<file path="src/core/gpibl_pkg.sv">
`default_nettype none
package gpibl_pkg;

   // register byte addresses
   localparam logic [7:0] ADDR_CPT   = 8'h00;
   localparam logic [7:0] ADDR_DIN   = 8'h04;
   localparam logic [7:0] ADDR_EOS   = 8'h08;
   localparam logic [7:0] ADDR_AUX   = 8'h0C;
   localparam logic [7:0] ADDR_CNT2  = 8'h10;
   localparam logic [7:0] ADDR_CTRL  = 8'h14;
   localparam logic [7:0] ADDR_ISR   = 8'h18;
   localparam logic [7:0] ADDR_IMR   = 8'h1C;
   localparam logic [7:0] ADDR_DOUT  = 8'h20;

   // shared offset routing by upper nibble
   localparam logic [3:0] ICR_TAG    = 4'h2;
   localparam logic [3:0] AUX_TAG    = 4'h0;
   localparam logic [7:0] ICR_RESET  = 8'h25;

   // handshake mode field of the auxiliary command
   localparam logic [1:0] HS_NORMAL  = 2'h0;
   localparam logic [1:0] HS_CONT    = 2'h3;

   // control register fields
   localparam int         CTRL_LEGACY = 0;
   localparam int         CTRL_DMA_INPUT_ENABLE   = 1;
   localparam int         CTRL_BIN    = 2;
   localparam int         CTRL_RECEIVE_EOS_ENABLE   = 3;
   localparam int         CTRL_TRANSMIT_EOS_ENABLE   = 4;
   localparam int         CTRL_W      = 5;
   localparam logic [4:0] CTRL_RESET  = 5'h00;

   // interrupt status fields and CNT2 clock multiplier bit
   localparam int         ISR_DI      = 0;
   localparam int         ISR_END     = 1;
   localparam int         ISR_W       = 2;
   localparam int         CNT2_CLOCK_MULTIPLIER_BIT   = 0;

   // source settling delay
   localparam int         T1_NS       = 2000;
   localparam int         NS_PER_US   = 1000;

   typedef enum logic [2:0] {
      TS_IDLE   = 3'b001,
      TS_SETTLE = 3'b010,
      TS_VALID  = 3'b100
   } gpibl_talk_e;

   function automatic logic [7:0] dly_cycles(input logic [3:0] f, input logic m);
      logic [4:0] mhz;
      logic [7:0] c;
      mhz = m ? {f, 1'b0} : {1'b0, f};
      c   = 8'(int'(mhz) * T1_NS / NS_PER_US);
      if (c == 8'h00) begin
         c = 8'h01;
      end
      return c;
   endfunction : dly_cycles

   function automatic logic eos_match(input logic [7:0] b, input logic [7:0] e,
                                      input logic binary_compare_select);
      return binary_compare_select ? (b == e) : (b[6:0] == e[6:0]);
   endfunction : eos_match

endpackage : gpibl_pkg
`default_nettype wire

</file>
<file path="src/core/gpibl_settle_timer.sv">
`default_nettype none
module gpibl_settle_timer
   import gpibl_pkg::*;
(
   input  wire logic       mclk,
   input  wire logic       srst,
   input  wire logic       start,
   input  wire logic [3:0] freq_field,
   input  wire logic       mult,
   output logic            busy,
   output logic            done
);

   typedef struct packed {
      logic [7:0] cnt;
      logic       busy;
      logic       done;
   } gpibl_tmr_s;

   gpibl_tmr_s s_r;
   gpibl_tmr_s s_nxt;

   // down counter scaled by programmed clock frequency
   always_comb begin
      s_nxt      = s_r;
      s_nxt.done = 1'b0;
      if (start) begin
         s_nxt.cnt  = dly_cycles(freq_field, mult);
         s_nxt.busy = 1'b1;
      end else if (s_r.busy) begin
         if (s_r.cnt == 8'h01) begin
            s_nxt.busy = 1'b0;
            s_nxt.done = 1'b1;
         end else begin
            s_nxt.cnt = s_r.cnt - 8'h01;
         end
      end
   end

   always_ff @(posedge mclk) begin
      if (srst) begin
         s_r <= '0;
      end else begin
         s_r <= s_nxt;
      end
   end

   assign busy = s_r.busy;
   assign done = s_r.done;

endmodule : gpibl_settle_timer
`default_nettype wire

</file>
<file path="src/core/gpibl_regs.sv">
// Summary of operation
// read-only view shows live data lines for inspecting a command byte
// host reads that view only during an accept holdoff
// addressed listener in accept state latches data lines into data-in
// latching sets data-input flag in status bit 0 unless continuous mode
// latching normally holds off ready-for-data until the byte is read
// data-in read clears flag, drops dma request when dma input enabled, releases holdoff
// outgoing data write leaves data-in contents unchanged
// end-of-string compare uses 7 or 8 bits per binary select
// listener with receive compare sets end flag on matching byte
// talker with transmit compare drives eoi low with matching byte
// clock frequency register is write-only, shares auxiliary offset
// clock frequency register resets to the 5 MHz setting
// bus delays timed from frequency field and multiplier bit
// host programs frequency field and multiplier to match clock
// these registers decode only in legacy register mode
// host writes 0010 in upper nibble to reach clock register
`default_nettype none
module gpibl_regs
   import gpibl_pkg::*;
(
   input  wire logic        mclk,
   input  wire logic        srst,
   input  wire logic [7:0]  paddr,
   input  wire logic        psel,
   input  wire logic        penable,
   input  wire logic        pwrite,
   input  wire logic [31:0] pwdata,
   input  wire logic [3:0]  pstrb,
   output logic [31:0]      prdata,
   output logic             pready,
   output logic             pslverr,
   input  wire logic [7:0]  gpib_dio_in,
   input  wire logic        listener_active,
   input  wire logic        acceptor_accept,
   input  wire logic        talker_active,
   input  wire logic        talk_accepted,
   output logic [7:0]       talk_data,
   output logic             talk_eoi_n,
   output logic             talk_data_valid,
   output logic             rfd_holdoff,
   output logic             dma_request_n,
   output logic             irq
);

   typedef struct packed {
      logic [7:0]      din;
      logic [7:0]      eos;
      logic [7:0]      clock_frequency_select;
      logic            clock_multiplier_bit;
      logic [1:0]      hs_mode;
      logic [4:0]      ctrl;
      logic [1:0]      isr;
      logic [1:0]      imr;
      logic [7:0]      dout;
      logic            eoi_n;
      gpibl_talk_e     tstate;
      logic            rfd_hold;
      logic            dreq_n;
      logic            acc_prev;
      logic            irq;
      logic [31:0]     prdata;
   } gpibl_regs_s;

   gpibl_regs_s s_r;
   gpibl_regs_s s_nxt;

   logic legacy;
   logic access;
   logic wr;
   logic rd;
   logic cap;
   logic cont_mode;
   logic dout_take;
   logic settle_busy;
   logic settle_done;

   function automatic logic reg_mapped(input logic [7:0] a, input logic leg);
      logic m;
      m = 1'b0;
      if (a == ADDR_CTRL) begin
         m = 1'b1;
      end else if (a == ADDR_CPT || a == ADDR_DIN || a == ADDR_EOS) begin
         m = leg;
      end else if (a == ADDR_AUX || a == ADDR_CNT2 || a == ADDR_DOUT) begin
         m = leg;
      end else if (a == ADDR_ISR || a == ADDR_IMR) begin
         m = leg;
      end
      return m;
   endfunction : reg_mapped

   assign legacy    = s_r.ctrl[CTRL_LEGACY];
   assign access    = psel && penable && reg_mapped(paddr, legacy);
   assign wr        = access && pwrite && pstrb[0];
   assign rd        = access && !pwrite;
   assign cont_mode = (s_r.hs_mode == HS_CONT);
   // rising edge of accept state while addressed
   assign cap       = listener_active && acceptor_accept && !s_r.acc_prev;
   assign dout_take = wr && (paddr == ADDR_DOUT) && (s_r.tstate == TS_IDLE);

   gpibl_settle_timer u_settle (
      .mclk       (mclk),
      .srst       (srst),
      .start      (dout_take),
      .freq_field (s_r.clock_frequency_select[3:0]),
      .mult       (s_r.clock_multiplier_bit),
      .busy       (settle_busy),
      .done       (settle_done)
   );

   always_comb begin
      s_nxt          = s_r;
      s_nxt.acc_prev = listener_active && acceptor_accept;

      // read data staged in setup phase
      if (psel && !penable && !pwrite) begin
         s_nxt.prdata = 32'h0000_0000;
         if (!reg_mapped(paddr, legacy)) begin
            s_nxt.prdata = 32'h0000_0000;
         end else if (paddr == ADDR_CPT) begin
            s_nxt.prdata = {24'h00_0000, gpib_dio_in};
         end else if (paddr == ADDR_DIN) begin
            s_nxt.prdata = {24'h00_0000, s_r.din};
         end else if (paddr == ADDR_CTRL) begin
            s_nxt.prdata = {27'h000_0000, s_r.ctrl};
         end else if (paddr == ADDR_ISR) begin
            s_nxt.prdata = {30'h0000_0000, s_r.isr};
         end else if (paddr == ADDR_IMR) begin
            s_nxt.prdata = {30'h0000_0000, s_r.imr};
         end
      end

      // register writes
      if (wr) begin
         if (paddr == ADDR_EOS) begin
            s_nxt.eos = pwdata[7:0];
         end else if (paddr == ADDR_AUX) begin
            if (pwdata[7:4] == ICR_TAG) begin
               s_nxt.clock_frequency_select = pwdata[7:0];
            end else if (pwdata[7:4] == AUX_TAG) begin
               s_nxt.hs_mode = pwdata[1:0];
            end
         end else if (paddr == ADDR_CNT2) begin
            s_nxt.clock_multiplier_bit = pwdata[CNT2_CLOCK_MULTIPLIER_BIT];
         end else if (paddr == ADDR_CTRL) begin
            s_nxt.ctrl = pwdata[CTRL_W-1:0];
         end else if (paddr == ADDR_IMR) begin
            s_nxt.imr = pwdata[ISR_W-1:0];
         end
      end

      // read side effects
      if (rd && paddr == ADDR_ISR) begin
         s_nxt.isr = '0;
      end
      if (rd && paddr == ADDR_DIN) begin
         s_nxt.isr[ISR_DI] = 1'b0;
         s_nxt.rfd_hold    = 1'b0;
         if (s_r.ctrl[CTRL_DMA_INPUT_ENABLE]) begin
            s_nxt.dreq_n = 1'b1;
         end
      end

      // listener capture, set wins over clear
      if (cap) begin
         s_nxt.din = gpib_dio_in;
         if (!cont_mode) begin
            s_nxt.isr[ISR_DI] = 1'b1;
            s_nxt.rfd_hold    = 1'b1;
            if (s_r.ctrl[CTRL_DMA_INPUT_ENABLE]) begin
               s_nxt.dreq_n = 1'b0;
            end
         end
         if (s_r.ctrl[CTRL_RECEIVE_EOS_ENABLE] && eos_match(gpib_dio_in, s_r.eos, s_r.ctrl[CTRL_BIN])) begin
            s_nxt.isr[ISR_END] = 1'b1;
         end
      end

      // talker output sequence
      case (s_r.tstate)
         TS_IDLE: begin
            if (dout_take) begin
               s_nxt.dout   = pwdata[7:0];
               s_nxt.eoi_n  = !(talker_active && s_r.ctrl[CTRL_TRANSMIT_EOS_ENABLE]
                                && eos_match(pwdata[7:0], s_r.eos,
                                             s_r.ctrl[CTRL_BIN]));
               s_nxt.tstate = TS_SETTLE;
            end
         end
         TS_SETTLE: begin
            if (settle_done) begin
               s_nxt.tstate = TS_VALID;
            end
         end
         TS_VALID: begin
            if (talk_accepted) begin
               s_nxt.tstate = TS_IDLE;
               s_nxt.eoi_n  = 1'b1;
            end
         end
         default: begin
            s_nxt.tstate = TS_IDLE;
         end
      endcase

      s_nxt.irq = |(s_nxt.isr & s_nxt.imr);
   end

   always_ff @(posedge mclk) begin
      if (srst) begin
         s_r          <= '0;
         s_r.clock_frequency_select      <= ICR_RESET;
         s_r.hs_mode  <= HS_NORMAL;
         s_r.ctrl     <= CTRL_RESET;
         s_r.eoi_n    <= 1'b1;
         s_r.dreq_n   <= 1'b1;
         s_r.tstate   <= TS_IDLE;
      end else begin
         s_r <= s_nxt;
      end
   end

   assign prdata          = s_r.prdata;
   assign pready          = 1'b1;
   assign pslverr         = psel && penable && !reg_mapped(paddr, legacy);
   assign talk_data       = s_r.dout;
   assign talk_eoi_n      = s_r.eoi_n;
   assign talk_data_valid = (s_r.tstate == TS_VALID);
   assign rfd_holdoff     = s_r.rfd_hold;
   assign dma_request_n   = s_r.dreq_n;
   assign irq             = s_r.irq;

   AST_PASSTHRU: assert property (@(posedge mclk) disable iff (srst)
      psel && !penable && !pwrite && legacy && paddr == ADDR_CPT
      |=> prdata == {24'h00_0000, $past(gpib_dio_in)})
      else $error("passthrough view does not show data lines");

   AST_CAPTURE: assert property (@(posedge mclk) disable iff (srst)
      cap |=> s_r.din == $past(gpib_dio_in))
      else $error("data-in not latched on accept");

   AST_DI_SET: assert property (@(posedge mclk) disable iff (srst)
      cap && !cont_mode |=> s_r.isr[ISR_DI])
      else $error("data-input flag not set on capture");

   AST_HOLDOFF: assert property (@(posedge mclk) disable iff (srst)
      cap && !cont_mode ##1 !(rd && paddr == ADDR_DIN) |=> rfd_holdoff)
      else $error("ready-for-data holdoff not kept after capture");

   AST_DIN_READ: assert property (@(posedge mclk) disable iff (srst)
      rd && paddr == ADDR_DIN && !cap
      |=> !s_r.isr[ISR_DI] && !rfd_holdoff && (!$past(s_r.ctrl[CTRL_DMA_INPUT_ENABLE]) || dma_request_n))
      else $error("data-in read side effects missing");

   AST_SEPARATE: assert property (@(posedge mclk) disable iff (srst)
      wr && paddr == ADDR_DOUT && !cap |=> $stable(s_r.din))
      else $error("outgoing write disturbed data-in");

   AST_END_FLAG: assert property (@(posedge mclk) disable iff (srst)
      cap && s_r.ctrl[CTRL_RECEIVE_EOS_ENABLE] && s_r.ctrl[CTRL_BIN] && gpib_dio_in == s_r.eos
      |=> s_r.isr[ISR_END])
      else $error("end flag not set on matching byte");

   AST_EOS7: assert property (@(posedge mclk) disable iff (srst)
      cap && s_r.ctrl[CTRL_RECEIVE_EOS_ENABLE] && !s_r.ctrl[CTRL_BIN]
      && gpib_dio_in[6:0] == s_r.eos[6:0] |=> s_r.isr[ISR_END])
      else $error("seven-bit compare missed a match");

   AST_EOI: assert property (@(posedge mclk) disable iff (srst)
      dout_take && talker_active && s_r.ctrl[CTRL_TRANSMIT_EOS_ENABLE] && s_r.ctrl[CTRL_BIN]
      && pwdata[7:0] == s_r.eos |=> !talk_eoi_n [*2])
      else $error("eoi not asserted with matching byte");

   AST_ICR_WR: assert property (@(posedge mclk) disable iff (srst)
      wr && paddr == ADDR_AUX && pwdata[7:4] == ICR_TAG |=> s_r.clock_frequency_select == $past(pwdata[7:0]))
      else $error("clock register not written at shared offset");

   AST_ICR_RST: assert property (@(posedge mclk)
      $fell(srst) |-> s_r.clock_frequency_select == ICR_RESET)
      else $error("clock register reset value wrong");

   AST_SETTLE: assert property (@(posedge mclk) disable iff (srst)
      dout_take |=> !talk_data_valid ##[1:64] talk_data_valid)
      else $error("settle delay not completed in time");

   AST_LEGACY: assert property (@(posedge mclk) disable iff (srst)
      psel && penable && !legacy && paddr == ADDR_DIN |-> pslverr)
      else $error("data-in decoded outside legacy mode");

   AST_SETTLE_BUSY: assert property (@(posedge mclk) disable iff (srst)
      s_r.tstate == TS_SETTLE |-> settle_busy || settle_done)
      else $error("settle state without running delay timer");

   AST_CONT_NOFLAG: assert property (@(posedge mclk) disable iff (srst)
      cap && cont_mode && !s_r.isr[ISR_DI] |=> !s_r.isr[ISR_DI])
      else $error("data-input flag set in continuous mode");

   AST_DREQ_SET: assert property (@(posedge mclk) disable iff (srst)
      cap && !cont_mode && s_r.ctrl[CTRL_DMA_INPUT_ENABLE] |=> !dma_request_n)
      else $error("dma request not raised on capture");

   AST_AUX_WO: assert property (@(posedge mclk) disable iff (srst)
      psel && !penable && !pwrite && legacy && paddr == ADDR_AUX
      |=> prdata == 32'h0000_0000)
      else $error("write-only clock register returned data");

endmodule : gpibl_regs
`default_nettype wire

</file>
<file path="config.mk">
export PLATFORM = sky130hd
export DESIGN_NAME = gpibl_regs
export DESIGN_NICKNAME = d
export VERILOG_FILES = /design/src/core/gpibl_pkg.sv /design/src/core/gpibl_settle_timer.sv /design/src/core/gpibl_regs.sv
export SDC_FILE = /design/constraint.sdc
export NUM_CORES = 1
export LEC_CHECK = 0
export BUFFER_PORTS_ARGS = -buffer_cell sky130_fd_sc_hd__buf_2
export CAP_MARGIN = 20
export CORE_UTILIZATION = 28
export DETAILED_ROUTE_END_ITERATION = 6
export SYNTH_ARGS = -nofsm -noshare
export SYNTH_HDL_FRONTEND = slang
export SYNTH_SLANG_ARGS = --single-unit
</file>
<file path="constraint.sdc">
create_clock -name mclk -period 24.9 [get_ports mclk]
set_clock_uncertainty 0.05 [all_clocks]
set_input_delay 6.225 -clock mclk [delete_from_list [all_inputs] [get_ports mclk]]
set_output_delay 6.225 -clock mclk [all_outputs]
set_load 0.05 [all_outputs]
</file>
Word level (Yosys, flattened, before mapping)
Index checks and enable logic that the tools add are counted. Widths: inputs -> output; s select.

Add/sub/neg operators: 1. Multipliers: 1. Div/mod/pow operators: 1. Equality and inequality tests: 22. Mux-type cells: 40. Bitwise logic cells: 6. Reductions and logical operators: 43.

Operators with widths (count): $mux 8 (5); $div 32x11->32 const B (1); $eq 8x5->1 const B (4); $mux 2 (14); $logic_and 1x1->1 (17); $eq 8x4->1 const B (2); $eq 8x8->1 (2); $logic_not 8->1 (2); $eq 7x7->1 (2); $mul 5x7->12 const B (1); $mux 1 (12); $mux 10 (1); $mux 5 (2); $reduce_and 5->1 (2); $mux 9 (1); $pmux 3 s3 (1); $eq 8x1->1 const B (1); $eq 8x3->1 const B (1); $eq 8x6->1 const B (1); $mux 4 (2); $reduce_and 4->1 (2); $sub 8x1->8 const B (1); $ne 2x2->1 const B (3); $reduce_and 2->1 (3); other kinds (17) (31).

Bits in registers: 90. Bits of input ports: 61. Output and inout bits: 47.

Longest topological paths before layout
Depth in word-level cells: 15. Gate-level depth with buffers: 38. Depth with buffers taken out: 34.

Hierarchy
From an unflattened synthesis, not the netlist that was laid out.

Cells, all modules: 858. Area total of the unflattened synthesis: 6795.3 sq um.

By module, submodules not included: gpibl_settle_timer (times used 1, cells each 498, area an instance 3763.6 sq um, seq. area each 200.2 sq um); gpibl_regs (times used 1, cells each 360, area an instance 3031.7 sq um, seq. area each 1121.1 sq um).

Least setup slack after synthesis
No wires, ideal clock.

Path type: input to output. Start point: input paddr[7]. End point: output pslverr. Arrival time: 7.927 ns. Required time: 18.625 ns. Slack: 10.698 ns. Stages on the path: 4. Buffers on the path: 0. Cell sequence: nor4b_1 -> nor3b_1 -> a41oi_1 -> and3_1.

Longest elaborated chain between the ends: 8. Elaborated cells on any way between the ends: 20. Those cells by class: 8 x eq/ne; 4 x mux; 8 x reduce/logical.

Ends and longest elaborated chain: start: declaration (line gpibl_regs.sv:24) `input wire logic [7:0] paddr,`; $eq 8x5->1 (tied with other cells) (line gpibl_regs.sv:87) `end else if (a == ADDR_ISR || a == ADDR_IMR) begin`; $logic_or 1x1->1, on equally long branches (line gpibl_regs.sv:87, gpibl_regs.sv:85); $mux 1 / $logic_or 1x1->1 (equally long branches) (line gpibl_regs.sv:87, gpibl_regs.sv:85); $mux 1 (line gpibl_regs.sv:85) `end else if (a == ADDR_AUX || a == ADDR_CNT2 || a == ADDR_DOUT) begin`; $mux 1 (line gpibl_regs.sv:83) `end else if (a == ADDR_CPT || a == ADDR_DIN || a == ADDR_EOS) begin`; $mux 1 (*) (line gpibl_regs.sv:81) `if (a == ADDR_CTRL) begin`; $logic_not 1->1 (*) (line gpibl_regs.sv:226) `assign pslverr = psel && penable && !reg_mapped(paddr, legacy);`; $logic_and 1x1->1 (*) (line gpibl_regs.sv:226); end: declaration (line gpibl_regs.sv:32) `output logic pslverr,`.

Every way passes the cells marked *; elsewhere a longest branch is shown, timed or not.

Worst setup path in the final report
Same ends and word-level chain as after synthesis.

==> flow_metrics.py <==
metrics = {
    "yosys": {
        "synth_fa_ha_area_share_pct": 8.81,
        "syn_area_sq_um": 6080,
        "ys_top_cells_by_area": "dfxtp_1, nand2_1, ha_1, buf_4, a21oi_1",
        "synthSimpleGateAreaFrac_pct": 24.4,
        "synth_top_family_by_area": "compound AO/OA/AOI/OAI gates",
        "yosysUniqueCellTypes": 91,
        "synth_common_cells": "nand2_1, nor2_1, dfxtp_1",
        "synth_top_cell_area_share_pct": 21.7,
        "yosysWarnings": 0,
        "post-synth-top-count-cell": "nand2_1",
        "synth-xor-area-share_pct": 5.72,
        "synth_compound_area_share_pct": 25.1,
        "syn_avg_cell_area_sq_um": 7.73,
        "synthMuxAreaShare_pct": 4.51,
        "ys_ff_latch": 66,
        "synth-edff-count": 0,
        "async_flop_share_pct": 0,
        "synthFlopType": "dfxtp_1",
        "ys_seq_area_share_pct": 21.7,
        "yosysTopAreaCell": "dfxtp_1",
        "synthCells": 786,
    },
    "grt": {
        "antenna_found_initial": 0,
        "grt_start_max_net_pins": 66,
        "grt_pass1_vias": 5047,
        "track_usage_pct": 13.8,
        "grt_pass1_wl_microns": 25100,
        "overflow": 0,
    },
    "clock_network": {
        "clock_path_buffers": 2,
        "cts_sinks": 66,
        "cts-buffers-inserted": 9,
        "cts_tree": "built",
        "cts-htree-levels": 3,
        "postCtsSetupRepairBufs": 0,
        "clk_latency_ns": 0.32,
        "cts_resized": 0,
        "path_clk_slew_ns": 0.05,
        "hold_buffers": 0,
        "clockRootBuffer": "clkbuf_16",
    },
    "timing": {
        "fin_crit_ns": 14.84,
        "fmax_ghz": 0.0674,
        "finalSetupViolations": 0,
        "max_slew_margin_pct": 33.0,
        "worst_pin_slew_ns": 1.00,
        "rsz0062_at_grt": "false",
        "maxSlewViolCount": 0,
        "period_share_pct": 59.6,
        "setup_tns_ns": 0,
        "hold_slack_ns": 0.403,
        "layout_setup_ws_ns": 10.06,
        "final_hold_viol_count": 0,
    },
    "placed_design": {
        "dp_slack_ns": 10.01,
        "dpl.hpwl_microns": 11700,
        "portBuffers": 55,
        "dpl_cell_area_sq_um": 6360,
        "gp_congestion": 0.890,
    },
    "worst_setup_path": {
        "path_cells": "buf_2 -> nor4b_1 -> nor3b_1 -> a41oi_1 -> and3_1 -> buf_2",
        "crit_family": "simple AND/OR/NAND/NOR gates",
        "cp_max_fo": 10,
        "crit_type": "input port to output port",
        "cp.arrival_ns": 8.57,
        "crit_buf_inv": 2,
        "start_kind": "input port",
        "crit_top_cell": "buf_2",
        "end_kind": "output port",
        "crit_slowest_cell": "nor3b_1",
        "critPathRequiredTime_ns": 18.62,
        "max_stage_delay_ns": 0.74,
    },
    "floorplan": {
        "start_util_pct": 28.7,
        "die_h_microns": 149,
        "rows": 53,
        "coreArea_sq_um": 21200,
        "io_pins": 108,
        "die_area_sq_um": 22300,
        "die_w_microns": 149,
    },
    "detailed_routing": {
        "wl_per_cell_microns": 14.1,
        "totalWireLength_microns": 15400,
        "drtIter0Drc": 392,
        "dr.pass1.iters": 5,
        "vias": 5679,
        "drc": 0,
        "antenna_left": 0,
        "routed_via_density": 5.22,
    },
    "final_layout": {
        "drive_gt1_share_pct": 13.7,
        "diodes": 0,
        "fin_area_sq_um": 6650,
        "syn_to_final_growth_pct": 9.51,
        "final_nets": 904,
        "fill_cells": 2258,
        "post-route-util_pct": 31.5,
    },
    "power": {
        "p_leak_nw": 2.68,
        "power_per_cell_area_nw_per_um2": 37.9,
        "peakVddDrop_uv": 24.4,
    },
    "hold_path": {
        "min_path_type": "flop to flop",
    },
    "run_status": {
        "status": "finished clean",
    },
    "flow_run": {
        "drv_cap": 0,
    },
}
[through the flow]
| stage | power, mW | instances |
|---|---|---|
| after floorplan | 0.127 | 809 |
| after global placement | 0.130 | 1070 |
| after detailed placement | 0.130 | 1071 |
| after CTS | 0.255 | 1087 |
| after global routing | 0.261 | 1087 |
| final | 0.252 | 1087 |
[cell usage in the layout, fill, tap and decap left out, types with 9 or more instances in the layout]
master	n
and2_1	9
nand2_1	87
inv_1	28
a21oi_1	63
xnor2_1	20
conb_1	25
clkbuf_16	9
buf_2	55
nor3_1	27
nor2_1	83
nand3_1	15
a211oi_1	16
mux2i_1	24
xor2_1	16
ha_1	26
fa_1	10
dfxtp_1	66
nor4_1	15
o21ai_0	22
[per-layer routing]
layer	vias to the layer above	track usage [%]	wire length [microns]
li1	2838	-	-
met1	2661	18.4	7300
met2	166	23.5	7160
met3	14	1.50	747
met4	0	3.67	158
met5	-	0	0
[state kept, by name, summed over array words and instances, names as in the netlist]
name	cells
irq	1
dma_request_n	1
talk_eoi_n	1
rfd_holdoff	1
talk_data	8
u_settle.s_r	8
legacy	1
prdata	8
s_r	35
u_settle.busy	1
u_settle.done	1
[cells by family (layout without fill, tap and decap cells)]
kind of cell | after synthesis | count (layout)
xor gates and xnor gates | 38 | 38
other | 2 | 25
adders and majority gates | 37 | 37
AOI/OAI and AO/OA | 214 | 214
muxes | 27 | 27
buffers and inverters | 104 | 107
DFF | 66 | 66
and+or+nand+nor | 298 | 298
[layout make-up]
cell class / count / area (sq um) / area share [%]
Tap cell: 275 / 344 / 5.17
Clock buffer: 11 / 243 / 3.65
Inverter: 30 / 113 / 1.69
Clock inverter: 5 / 53.8 / 0.809
Sequential cell: 66 / 1320 / 19.9
Multi-Input combinational cell: 639 / 4260 / 64.0
Timing Repair Buffer: 61 / 320 / 4.81
[worst paths after layout]
kind | from | endpoint | slack [ns] | depth (start not counted)
hold reg to reg | talk_data[1]$_SDFFE_PP0P_ | talk_data[1]$_SDFFE_PP0P_ | 0.40 | 2
hold / removal | talk_data[1]$_SDFFE_PP0P_ | talk_data[1]$_SDFFE_PP0P_ | 0.40 | 2
setup reg to reg | s_r[59]$_SDFFE_PP0P_ | u_settle.s_r[2]$_SDFFE_PP0P_ | 15.03 | 30
setup / recovery | paddr[7] | pslverr | 10.06 | 6
[tightest hold or removal path: stages (launching register included)]
cell	delay, ns
dfxtp_1	0.30
nand2_1	0.05
a21oi_1	0.05
[report_power, final]
part	switching [mW]	total [mW]	internal [mW]
clock network	0.0444	0.124	0.0798
logic	0.0166	0.0207	0.00416
registers	0.000440	0.107	0.107
total	0.0614	0.252	0.191
No activity file was read; power rests on OpenSTA's default activity.
